[src/verilog/ssp_pkg.sv]
// How it works
// - Pins sampled only on the rising clock edge
// - Sleep and output enable act without clock
// - Output enable off forces drivers off now
// - Writes start at edge, commit self-timed
// - Pipelined reads leave via output register
// - Pipelined and flow-through modes selectable
// - Read and write back to back, no gap
// - Double late write pipelined, single flow-through
// - Nine-bit byte lanes, each with own enable
// - Three chip selects for depth expansion
// - Sleep request enters power-down
// - Clock enable off freezes all state except the strap and sleep synchronisers
// - Selected only with all three selects active
`default_nettype none

package ssp_pkg;

   ////////////////////////////////////////////////////////////////////////
   // Geometry
   localparam int LANE_W = 9;       // Bits per byte lane
   localparam int LANES = 4;        // Byte lanes per word
   localparam int ADDR_W_DEF = 6;   // Small flip-flop array by default
   localparam int BURST_W = 2;      // Burst counter covers four beats
   localparam int WBUF_DEPTH = 2;   // Covers a queued write plus one late-write stage

   ////////////////////////////////////////////////////////////////////////
   // Burst counter constants
   localparam logic [BURST_W-1:0] BURST_ZERO = 2'h0;
   localparam logic [BURST_W-1:0] BURST_ONE = 2'h1;

   ////////////////////////////////////////////////////////////////////////
   // Operation held in the command stage, one-hot
   typedef enum logic [2:0] {
      OP_IDLE = 3'h1,
      OP_READ = 3'h2,
      OP_WRITE = 3'h4
   } ssp_op_type;

endpackage : ssp_pkg

`default_nettype wire

[src/verilog/ssp_wbuf_if.sv]
`default_nettype none

// Write path between command pipeline and the storage array
interface ssp_wbuf_if #(
   parameter int W = 1
) (
   input wire logic clk,
   input wire logic srst
);
   logic in_valid;        // Word offered by the pipeline
   logic in_ready;        // Buffer has room
   logic [W-1:0] in_data; // Address, lanes and data
   logic out_valid;       // Head entry present
   logic out_ready;       // Array can take the head
   logic [W-1:0] out_data; // Head entry

   // Pipeline side
   modport src (output in_valid, output in_data, input in_ready);
   // Buffer itself
   modport fifo (
      input clk,
      input srst,
      input in_valid,
      input in_data,
      input out_ready,
      output in_ready,
      output out_valid,
      output out_data
   );
   // Array side
   modport snk (input out_valid, input out_data, output out_ready);
endinterface : ssp_wbuf_if

`default_nettype wire

[src/verilog/ssp_wbuf.sv]
`default_nettype none

module ssp_wbuf #(
   parameter int W = 1,
   parameter int DEPTH = ssp_pkg::WBUF_DEPTH
) (
   // Both sides of the buffer
   ssp_wbuf_if.fifo q
);
   localparam int PW = (DEPTH > 1) ? $clog2(DEPTH) : 1;
   localparam int CW = $clog2(DEPTH + 1);
   localparam logic [PW-1:0] PTR_LAST = PW'(DEPTH - 1);
   localparam logic [CW-1:0] CNT_FULL = CW'(DEPTH);

   logic [W-1:0] store_r [DEPTH]; // Entry storage in flip-flops
   logic [PW-1:0] wr_ptr_r;       // Next free slot
   logic [PW-1:0] rd_ptr_r;       // Head slot
   logic [CW-1:0] count_r;        // Entries held
   logic push_w;
   logic pop_w;

   // Honest flags straight from the count
   assign q.in_ready = (count_r != CNT_FULL);
   assign q.out_valid = (count_r != '0);
   assign q.out_data = store_r[rd_ptr_r];
   assign push_w = q.in_valid & q.in_ready;
   assign pop_w = q.out_valid & q.out_ready;

   ////////////////////////////////////////////////////////////////////////
   // Storage write, no reset needed on data
   always_ff @(posedge q.clk) begin
      if (push_w) begin
         store_r[wr_ptr_r] <= q.in_data;
      end
   end

   // Pointers wrap at the depth, not a power of two
   always_ff @(posedge q.clk) begin
      if (q.srst) begin
         wr_ptr_r <= '0;
         rd_ptr_r <= '0;
      end else begin
         if (push_w) begin
            wr_ptr_r <= (wr_ptr_r == PTR_LAST) ? '0 : wr_ptr_r + 1'b1;
         end
         if (pop_w) begin
            rd_ptr_r <= (rd_ptr_r == PTR_LAST) ? '0 : rd_ptr_r + 1'b1;
         end
      end
   end

   // Occupancy, simultaneous push and pop leaves it unchanged
   always_ff @(posedge q.clk) begin
      if (q.srst) begin
         count_r <= '0;
      end else if (push_w && !pop_w) begin
         count_r <= count_r + 1'b1;
      end else if (pop_w && !push_w) begin
         count_r <= count_r - 1'b1;
      end
   end

endmodule : ssp_wbuf

`default_nettype wire

[src/verilog/ssp_sram_port.sv]
`default_nettype none

module ssp_sram_port #(
   parameter int ADDR_W = ssp_pkg::ADDR_W_DEF,
   parameter int LANES = ssp_pkg::LANES,
   localparam int DW = LANES * ssp_pkg::LANE_W
) (
   // Clock and reset
   input wire logic CLK,
   input wire logic SRST,
   // Synchronous command pins
   input wire logic CLK_ENABLE_N,
   input wire logic CHIP_SELECT_ONE_N,
   input wire logic CHIP_SELECT_TWO,
   input wire logic CHIP_SELECT_THREE_N,
   input wire logic BURST_STEP,
   input wire logic WRITE_N,
   input wire logic [LANES-1:0] LANE_STORE_N,
   input wire logic [ADDR_W-1:0] ADDR,
   // Data pins, split two-way bus
   input wire logic [DW-1:0] DQ_IN,
   output logic [DW-1:0] DQ_OUT,
   output logic DQ_OE,
   // Static straps
   input wire logic FLOW_THROUGH_SELECT,
   input wire logic BURST_ORDER_SELECT_N,
   // Asynchronous pins
   input wire logic OUTPUT_ENABLE_N,
   input wire logic SLEEP_REQUEST,
   // Status
   output logic SLEEPING
);
   localparam int LW = ssp_pkg::LANE_W;
   localparam int BW = ssp_pkg::BURST_W;
   localparam int EW = ADDR_W + LANES + DW;
   localparam int DEPTH = 2 ** ADDR_W;

   ////////////////////////////////////////////////////////////////////////
   // Declarations

   // Clock qualifier
   logic ce;
   // Two-flop synchronisers for straps and sleep
   logic ft_m_r;
   logic ft_r;
   logic lin_m_r;
   logic lin_r;
   logic slp_m_r;
   logic slp_r;
   // Pin decode
   logic sel_w;
   logic load_w;
   logic take_w;
   logic [LANES-1:0] lanes_w;
   // Command stage
   ssp_pkg::ssp_op_type op_r;
   logic [ADDR_W-1:0] addr_r;
   logic [LANES-1:0] lanes_r;
   logic [BW-1:0] base_r;
   logic [BW-1:0] cnt_r;
   logic [BW-1:0] cnt_nxt;
   logic [BW-1:0] low_nxt;
   // Second late-write stage, pipelined mode only
   logic wp_v_r;
   logic [ADDR_W-1:0] wp_addr_r;
   logic [LANES-1:0] wp_lanes_r;
   // Write buffer head
   logic push_w;
   logic pop_w;
   logic [ADDR_W-1:0] h_addr;
   logic [LANES-1:0] h_lanes;
   logic [DW-1:0] h_data;
   // Read path
   logic [DW-1:0] rd_w;
   logic [DW-1:0] q_r;
   logic qv_r;
   logic drive_w;

   // Lane slice, used for array write and forwarding
   function automatic logic [LW-1:0] lane_of(input logic [DW-1:0] word,
                                             input int idx);
      lane_of = word[idx*LW +: LW];
   endfunction : lane_of

   ////////////////////////////////////////////////////////////////////////
   // Clock enable gates every state update below except the synchronisers
   assign ce = ~CLK_ENABLE_N;

   // Straps are static, sleep is asynchronous; all pass two flops
   always_ff @(posedge CLK) begin
      if (SRST) begin
         ft_m_r <= 1'b0;
         ft_r <= 1'b0;
         lin_m_r <= 1'b0;
         lin_r <= 1'b0;
         slp_m_r <= 1'b0;
         slp_r <= 1'b0;
      end else begin
         ft_m_r <= FLOW_THROUGH_SELECT;
         ft_r <= ft_m_r;
         // Order pin assumed static, so no glitch concern
         lin_m_r <= ~BURST_ORDER_SELECT_N;
         lin_r <= lin_m_r;
         slp_m_r <= SLEEP_REQUEST;
         slp_r <= slp_m_r;
      end
   end

   // Power-down state reported to the system
   assign SLEEPING = slp_r;

   ////////////////////////////////////////////////////////////////////////
   // Pin decode

   // All three selects must be active at once
   assign sel_w = ~CHIP_SELECT_ONE_N & CHIP_SELECT_TWO
                  & ~CHIP_SELECT_THREE_N;
   // Low step means a new external address
   assign load_w = ~BURST_STEP;
   // Lane enables to active high
   assign lanes_w = ~LANE_STORE_N;

   // Write buffer carrier
   ssp_wbuf_if #(.W(EW)) wq (.clk(CLK), .srst(SRST));

   // A command slot counts only when awake and the buffer has room
   assign take_w = ce & ~slp_r & wq.in_ready;

   // Burst counter next beat
   assign cnt_nxt = cnt_r + ssp_pkg::BURST_ONE;
   // Linear adds, interleaved flips bits of the loaded address
   assign low_nxt = lin_r ? (base_r + cnt_nxt)
                          : (base_r ^ cnt_nxt);

   ////////////////////////////////////////////////////////////////////////
   // Command stage, captured at the rising edge only
   always_ff @(posedge CLK) begin
      if (SRST) begin
         op_r <= ssp_pkg::OP_IDLE;
         addr_r <= '0;
         lanes_r <= '0;
         base_r <= ssp_pkg::BURST_ZERO;
         cnt_r <= ssp_pkg::BURST_ZERO;
      end else if (take_w) begin
         lanes_r <= lanes_w;
         if (load_w) begin
            // New access; any read or write may follow any other
            if (!sel_w) begin
               op_r <= ssp_pkg::OP_IDLE;
            end else if (WRITE_N) begin
               op_r <= ssp_pkg::OP_READ;
            end else begin
               op_r <= ssp_pkg::OP_WRITE;
            end
            addr_r <= ADDR;
            base_r <= ADDR[BW-1:0];
            cnt_r <= ssp_pkg::BURST_ZERO;
         end else begin
            // Continue burst: kind kept, selects ignored
            addr_r[BW-1:0] <= low_nxt;
            cnt_r <= cnt_nxt;
         end
      end else if (ce) begin
         // Asleep or write buffer full: the slot is a no-op
         op_r <= ssp_pkg::OP_IDLE;
      end
   end

   ////////////////////////////////////////////////////////////////////////
   // Late write pipeline

   // Pipelined mode waits one more edge for its data
   always_ff @(posedge CLK) begin
      if (SRST) begin
         wp_v_r <= 1'b0;
         wp_addr_r <= '0;
         wp_lanes_r <= '0;
      end else if (ce) begin
         wp_v_r <= (op_r == ssp_pkg::OP_WRITE) & ~ft_r & (|lanes_r);
         wp_addr_r <= addr_r;
         wp_lanes_r <= lanes_r;
      end
   end

   // Data taken from the pins at the second or third edge
   always_comb begin
      if (ft_r) begin
         // Single late write, aborts push nothing
         push_w = ce & (op_r == ssp_pkg::OP_WRITE) & (|lanes_r);
         wq.in_data = {addr_r, lanes_r, DQ_IN};
      end else begin
         // Double late write
         push_w = ce & wp_v_r;
         wq.in_data = {wp_addr_r, wp_lanes_r, DQ_IN};
      end
   end
   assign wq.in_valid = push_w;

   // Two entries cover flow-through; pipelined mode can hold three writes when sleep stops draining and drops the last
   ssp_wbuf #(.W(EW), .DEPTH(ssp_pkg::WBUF_DEPTH)) u_wbuf (.q(wq));

   // Array drains whenever the clock runs and the part is awake
   assign wq.out_ready = ce & ~slp_r;
   assign pop_w = wq.out_valid & wq.out_ready;
   assign h_addr = wq.out_data[EW-1 -: ADDR_W];
   assign h_lanes = wq.out_data[DW +: LANES];
   assign h_data = wq.out_data[DW-1:0];

   ////////////////////////////////////////////////////////////////////////
   // Storage, one bank per nine-bit lane
   generate
      for (genvar g = 0; g < LANES; g++) begin : g_lane
         logic [LW-1:0] bank [DEPTH]; // Lane storage

         // Commit without any external strobe
         always_ff @(posedge CLK) begin
            if (pop_w && h_lanes[g]) begin
               bank[h_addr] <= lane_of(h_data, g);
            end
         end

         // Forward a pending head so a just-written lane reads back
         always_comb begin
            if (wq.out_valid && h_lanes[g] && (h_addr == addr_r)) begin
               rd_w[g*LW +: LW] = lane_of(h_data, g);
            end else begin
               rd_w[g*LW +: LW] = bank[addr_r];
            end
         end
      end
   endgenerate

   ////////////////////////////////////////////////////////////////////////
   // Read output

   // Output register, loaded one edge after the address
   always_ff @(posedge CLK) begin
      if (SRST) begin
         q_r <= '0;
         qv_r <= 1'b0;
      end else if (ce) begin
         qv_r <= (op_r == ssp_pkg::OP_READ) & ~ft_r;
         if (op_r == ssp_pkg::OP_READ) begin
            q_r <= rd_w;
         end
      end
   end

   // Mode picks registered or flow-through data
   assign DQ_OUT = ft_r ? rd_w : q_r;
   assign drive_w = ft_r ? (op_r == ssp_pkg::OP_READ) : qv_r;

   // Enable and sleep pins override without waiting for a clock
   assign DQ_OE = drive_w & ~OUTPUT_ENABLE_N
                  & ~SLEEP_REQUEST;
endmodule : ssp_sram_port

`default_nettype wire

[config.mk]
export PLATFORM = sky130hd
export DESIGN_NAME = ssp_sram_port
export DESIGN_NICKNAME = d
export VERILOG_FILES = /design/src/verilog/ssp_pkg.sv /design/src/verilog/ssp_wbuf_if.sv /design/src/verilog/ssp_wbuf.sv /design/src/verilog/ssp_sram_port.sv
export SDC_FILE = /design/constraint.sdc
export NUM_CORES = 2
export LEC_CHECK = 0
export BUFFER_PORTS_ARGS = -buffer_cell sky130_fd_sc_hd__buf_2
export CAP_MARGIN = 20
export CORE_ASPECT_RATIO = 1.2
export CORE_MARGIN = 2
export CORE_UTILIZATION = 60
export CTS_BUF_LIST = sky130_fd_sc_hd__clkbuf_8
export DETAILED_ROUTE_END_ITERATION = 8
export MAX_ROUTING_LAYER = met4
export PLACE_DENSITY = 0.76
export REMOVE_ABC_BUFFERS = 1
export SETUP_SLACK_MARGIN = 0.5
export SLEW_MARGIN = 20
export SYNTH_ARGS = -nofsm -noshare
export SYNTH_HDL_FRONTEND = slang
export SYNTH_SLANG_ARGS = --single-unit
[constraint.sdc]
create_clock -name CLK -period 12.35 [get_ports CLK]
set_input_delay 1.235 -clock CLK [delete_from_list [all_inputs] [get_ports CLK]]
set_output_delay 1.235 -clock CLK [all_outputs]
set_load 0.02 [all_outputs]
**Yosys cells after proc, flatten, opt, wreduce, memory -nomap -nowiden**

Memories as Yosys holds them, arrays and structs flattened. A register that Yosys moved wholly into a read port is not among the register bits.
Index checks and enable logic that the tools add are counted.

- Memory bits (writable): 2,396
- Register bits after elaboration: 75
- Memories kept: 5
- Bits in latches: 0
- Memory bits (read-only): 0

- Reductions and logical operators: 22
- Multiplexer cells: 32
- Shift operators: 0
- $lt $le $gt $ge: 0
- Bitwise gates (word level): 25
- Equal/unequal tests: 6
- Add/subtract/negate cells: 6
- Div/mod/pow operators: 0
- Multipliers: 0

Memories:

| name | depth | width | read ports | clocked after Yosys merged registers in | write ports | RTL line | source |
|---|---|---|---|---|---|---|---|
| g_lane[0].bank | 64 | 9 | 1 | 0 | 1 | ssp_sram_port.sv:213 | `logic [LW-1:0] bank [DEPTH];` |
| g_lane[1].bank | 64 | 9 | 1 | 0 | 1 | ssp_sram_port.sv:213 |  |
| g_lane[2].bank | 64 | 9 | 1 | 0 | 1 | ssp_sram_port.sv:213 |  |
| g_lane[3].bank | 64 | 9 | 1 | 0 | 1 | ssp_sram_port.sv:213 |  |
| u_wbuf.store_r | 2 | 46 | 1 | 1 | 1 | ssp_wbuf.sv:15 | `logic [W-1:0] store_r [DEPTH];` |

Operators by type and width:

| operator | count |
|---|---|
| $mux 46 | 1 |
| $mux 36 | 1 |
| $mux 9 | 4 |
| $mux 1 | 16 |
| $mux 3 | 5 |
| $and 1x1->1 | 14 |
| $logic_and 1x1->1 | 14 |
| $mux 2 | 5 |
| $not 1->1 | 9 |
| $eq 6x6->1 | 1 |
| $reduce_and 2->1 | 3 |
| $add 2x1->2 const B | 2 |
| $ne 2x2->1 const B | 2 |
| $not 4->4 | 1 |
| $reduce_bool 2->1 | 2 |
| $reduce_or 4->1 | 1 |
| $eq 3x2->1 const B | 1 |
| $eq 3x3->1 const B | 1 |
| $add 1x1->1 const B | 2 |
| $add 2x2->2 | 1 |
| $logic_not 1->1 | 2 |
| $ne 2x1->1 const B | 1 |
| $sub 2x1->2 const B | 1 |
| $xor 2x2->2 | 1 |

**Logic depth before layout (Yosys ltp)**

- Depth in word-level cells: 9
- Depth in mapped cells: 12
- Depth with buffers taken out: 8

**Cells and area by module**

A second synthesis with hierarchy kept.

- Cells, all modules: 4,628
- Area, all modules: 95,116.2 um^2

By module, submodules not included:

| module | area each (um^2) | times used | cells an instance | sequential area each (um^2) |
|---|---|---|---|---|
| ssp_sram_port | 91,577.8 | 1 | 4,461 | 70,607.7 |
| ssp_wbuf | 3,538.4 | 1 | 167 | 2,862.7 |

**Worst setup path before layout**

OpenSTA, ideal clock, no wires.

- Kind: in2reg
- Start: in CLK_ENABLE_N
- End: mem u_wbuf.store_r[0][0] in the netlist's numbering (enable)
- Slack: 6,671 ps
- Arrival: 5,173 ps
- Stages: 5
- Setup time: 507 ps
- Data required time: 11,843 ps
- Cell sequence: clkbuf_1 -> nor4b_1 -> and3_1 -> a31oi_1 -> nor3_1

- Longest elaborated chain between the ends: 7

Ends and longest elaborated chain:

| item | RTL line | source |
|---|---|---|
| start, declared | ssp_sram_port.sv:12 | `input wire logic CLK_ENABLE_N,` |
| $not 1->1 (no source line) (*) | n/a |  |
| $and 1x1->1 (2 in series) | ssp_sram_port.sv:189 | `push_w = ce & (op_r == ssp_pkg::OP_WRITE) & (\|lanes_r);` |
| $mux 1 (*) | ssp_sram_port.sv:187 | `if (ft_r) begin` |
| $and 1x1->1 (*) | ssp_wbuf.sv:26 | `assign push_w = q.in_valid & q.in_ready;` |
| $mux 1 (*) | ssp_wbuf.sv:32 | `if (push_w) begin` |
| $mux 1 (implied by the code) (*) | ssp_wbuf.sv:33 | `store_r[wr_ptr_r] <= q.in_data;` |
| end, declared | ssp_wbuf.sv:15 |  |

Every way passes the cells marked *; elsewhere a longest branch is shown, timed or not.

**Worst setup path after layout**

- Start: reg addr_r[2]
- End: out DQ_OUT[4]

- Longest elaborated chain between the ends: 4

Ends and longest elaborated chain:

| item | RTL line | source |
|---|---|---|
| start, declared | ssp_sram_port.sv:57 | `logic [ADDR_W-1:0] addr_r;` |
| start signal, assigned by index | ssp_sram_port.sv:160 | `addr_r[BW-1:0] <= low_nxt;` |
| branches (longest 2 deep; another with $mem_v2 64x9) | n/a |  |
| $mux 9 (*) | ssp_sram_port.sv:224 | `if (wq.out_valid && h_lanes[g] && (h_addr == addr_r)) begin` |
| $mux 36 (*) | ssp_sram_port.sv:250 | `assign DQ_OUT = ft_r ? rd_w : q_r;` |
| end, declared | ssp_sram_port.sv:22 | `output logic [DW-1:0] DQ_OUT,` |

Mark *: on every way between the ends.

==> out/results.txt <==
Mean Syn Cell Area - 21.2 µm²
FF+latch count, synth - 2472
filler-free cell count of the finished design - 7287
CP required - 11.11 ns
cell taking the most area after synthesis - edfxtp_1
Synth area leaders - edfxtp_1 (75%), mux4_2 (15%), mux2i_1 (1.6%)
Syn. warnings - 0
antenna violations before repair - 9
Pwr Density - 155 nW/µm²
Initial DRT Pass Iterations - 8
input/output buffers - 95
Core ar. - 160000 µm²
Site Rows - 161
remaining antenna violation count after routing - 0
Root Buffer - clkbuf_8
fin util - 0.663
Cells after Synth - 4551
GRT Util Overall - 0.298
Synth top area share - 0.746
sw power - 0.00372 W
Crit path arrival time - 5.76 ns
area share of xor/xnor cells in the synthesized design - 0.00118
DP HPWL - 139000 µm
placed cell count - 6615
I/O Pins - 96
Reg power frac - 0.559
layout cells sized above 1 - 0.277
CTS Buf Count - 374
number of global-route vias before repair - 48700
Setup crit end kind - output pin
crit path launch type - flip-flop
largest family of logic cells by synthesized area - multiplexers
clock sink count - 2472
final hold violation count - 0
total die area - 164000 µm²
Post-Synth Simple-Gate Area - 0.0285
CTS tree - yes
Worst Skew - 0.0677 ns
routed len/inst - 32.1 µm
Critical Path Fanout Max - 133
WS Path Type - flip-flop to output pin
clock transition at the registers of the reported paths - 0.06 ns
total wire length - 234000 µm
Slew @ Worst Pin - 1.19 ns
area delta synth->final - 9.99%
Slew Limit Headroom - 0.204
top-count cell post-synth - edfxtp_1
post-CTS repair timing setup buffer count - 0
grt total ovfl - 0
Final period util - 0.566
# fillers - 10000
DR vias - 48800
Post-synth EDFFs - 2396
post-synthesis mux area share - 0.174
status - finished clean
Die Wd - 370 µm
Die Ht - 443 µm
clock buffer depth - 4
first-pass GRT wire length - 336000 µm
Synth Area in Compound Gates - 0.0200
gp weighted congestion - 0.868
Final Setup Violations - 0
hold buffer count at cts - 0
Slew Viols, Final - 0
1st-iter DRT viols - 6928
RSZ-0062 raised after global routing - no
commonest cells in the synthesized netlist - edfxtp_1 (2396), mux4_2 (642), nor2_1 (343)
internal power - 0.0128 W
vias per std cell - 6.69
min Tclk post-route - 6.99 ns
Main synth FF type - edfxtp_1
combinational share of power - 0.067
post-synthesis cell area - 96500 µm²
Yosys cell types - 68
Async SR Flop Fraction - 0
register area share after synthesis - 0.761
Synth Area in Adders - 0.000259
Clk pwr share - 0.374
leakage - 33.5 nW
# H-tree levels - 5
post-cts resize count - 0
Max-Cap Viols - 0
Starting Density - 0.602
DRC viols - 0
path type of the worst min-delay path - primary input to flip-flop
VDD IR max - 0.000141 V
NumNets Final - 4938
clk_lat worst skew - 1.06 ns
Switching Fraction - 0.226
FMAX - 0.143 GHz
pin count of the biggest net entering global routing - 134
sequential cells by signal, indices dropped and copies added, names as in the netlist, 2 cells and up, named ones only:
register,cells
op_r,3
cnt_r,2
addr_r,6
u_wbuf.store_r,92
base_r,2
wp_lanes_r,4
lanes_r,4
wp_addr_r,6
q_r,36
g_lane.bank,2304
u_wbuf.count_r,2
worst max-delay path, stage by stage (launching register included):
cell	delay, ns
dfxtp_4	0.81
buf_12	0.60
buf_4	0.83
mux4_2	0.36
mux2i_1	0.10
mux2i_1	0.35
o22a_1	0.20
o221ai_1	0.15
o31ai_1	0.61
buf_2	0.29
metrics by stage:
step	power [W]	hold slack [ns]	cell area [µm²]	setup TNS, ns	setup slack [ns]
detailed placement	0.0105	0.428	99200	0	6.30
floorplan	0.0107	0.414	95200	-1112.07	-15.70
finish	0.0165	0.332	106000	0	5.36
global placement	0.0105	0.432	99200	0	6.31
global route	0.0169	0.295	106000	0	4.96
CTS	0.0165	0.244	106000	0	5.13
power by group through the flow:
stage / registers (W) / clock network [W] / logic [W]
3_3_place_gp: 0.00940 / 0 / 0.00107
2_1_floorplan: 0.00951 / 0 / 0.00116
4_1_cts: 0.00922 / 0.00622 / 0.00109
3_5_place_dp: 0.00940 / 0 / 0.00109
6_report: 0.00922 / 0.00617 / 0.00110
5_1_grt: 0.00922 / 0.00656 / 0.00115
cells in the final DEF (no fill, tap or decap), drive strengths merged, types with 30 or more instances in the layout:
cell	instances
a21oi	45
a22oi	30
buf	197
clkbuf	396
clkinv	139
dfxtp	76
edfxtp	2396
inv	141
mux2	68
mux2i	157
mux4	642
nand2	178
nor2	343
nor2b	36
layout make-up:
| type | instances | area [µm²] | share of cell area |
|---|---|---|---|
| Inverter | 28 | 119 | 0.00112 |
| Tap cell | 2119 | 2650 | 0.0250 |
| Clock inverter | 264 | 1290 | 0.0122 |
| Antenna cell | 6 | 15.0 | 0.000141 |
| Timing Repair Buffer | 197 | 1320 | 0.0124 |
| Multi-Input combinational cell | 1805 | 21800 | 0.205 |
| Clock buffer | 396 | 5450 | 0.0514 |
| Sequential cell | 2472 | 73500 | 0.693 |
path summary, 6_finish.rpt:
| check | startpoint | to | slack [ns] | cells after the start |
|---|---|---|---|---|
| setup reg to reg | flip-flop | g_lane[2].bank[25][7]$_DFFE_PP_ | 7.43 | 5 |
| hold / removal | BURST_ORDER_SELECT_N | lin_m_r$_SDFF_PP0_ | 0.33 | 2 |
| hold reg to reg | slp_m_r$_SDFF_PP0_ | SLEEPING$_SDFF_PP0_ | 0.43 | 1 |
| setup / recovery | addr_r[2]$_SDFFE_PP0P_ | DQ_OUT[4] | 5.36 | 9 |
cell families (layout without fill, tap and decap cells):
family                   Yosys count  after routing
other                              0              6
AO/OA/AOI/OAI                    268            268
multiplexers                     867            867
buffers and inverters            274            885
XOR/XNOR                          13             13
adder cells (fa/ha/maj)            2              2
AND/OR/NAND/NOR                  655            655
flip-flops                      2472           2472
per-layer routing:
layer / vias up / GRT usage / share of wire
li1: 19600 / - / -
met1: 25300 / 0.399 / 0.36
met2: 3224 / 0.450 / 0.48
met3: 607 / 0.0655 / 0.11
met4: 0 / 0.127 / 0.045
met5: - / - / 0
Note: power is estimated with default switching activity, not from simulation.
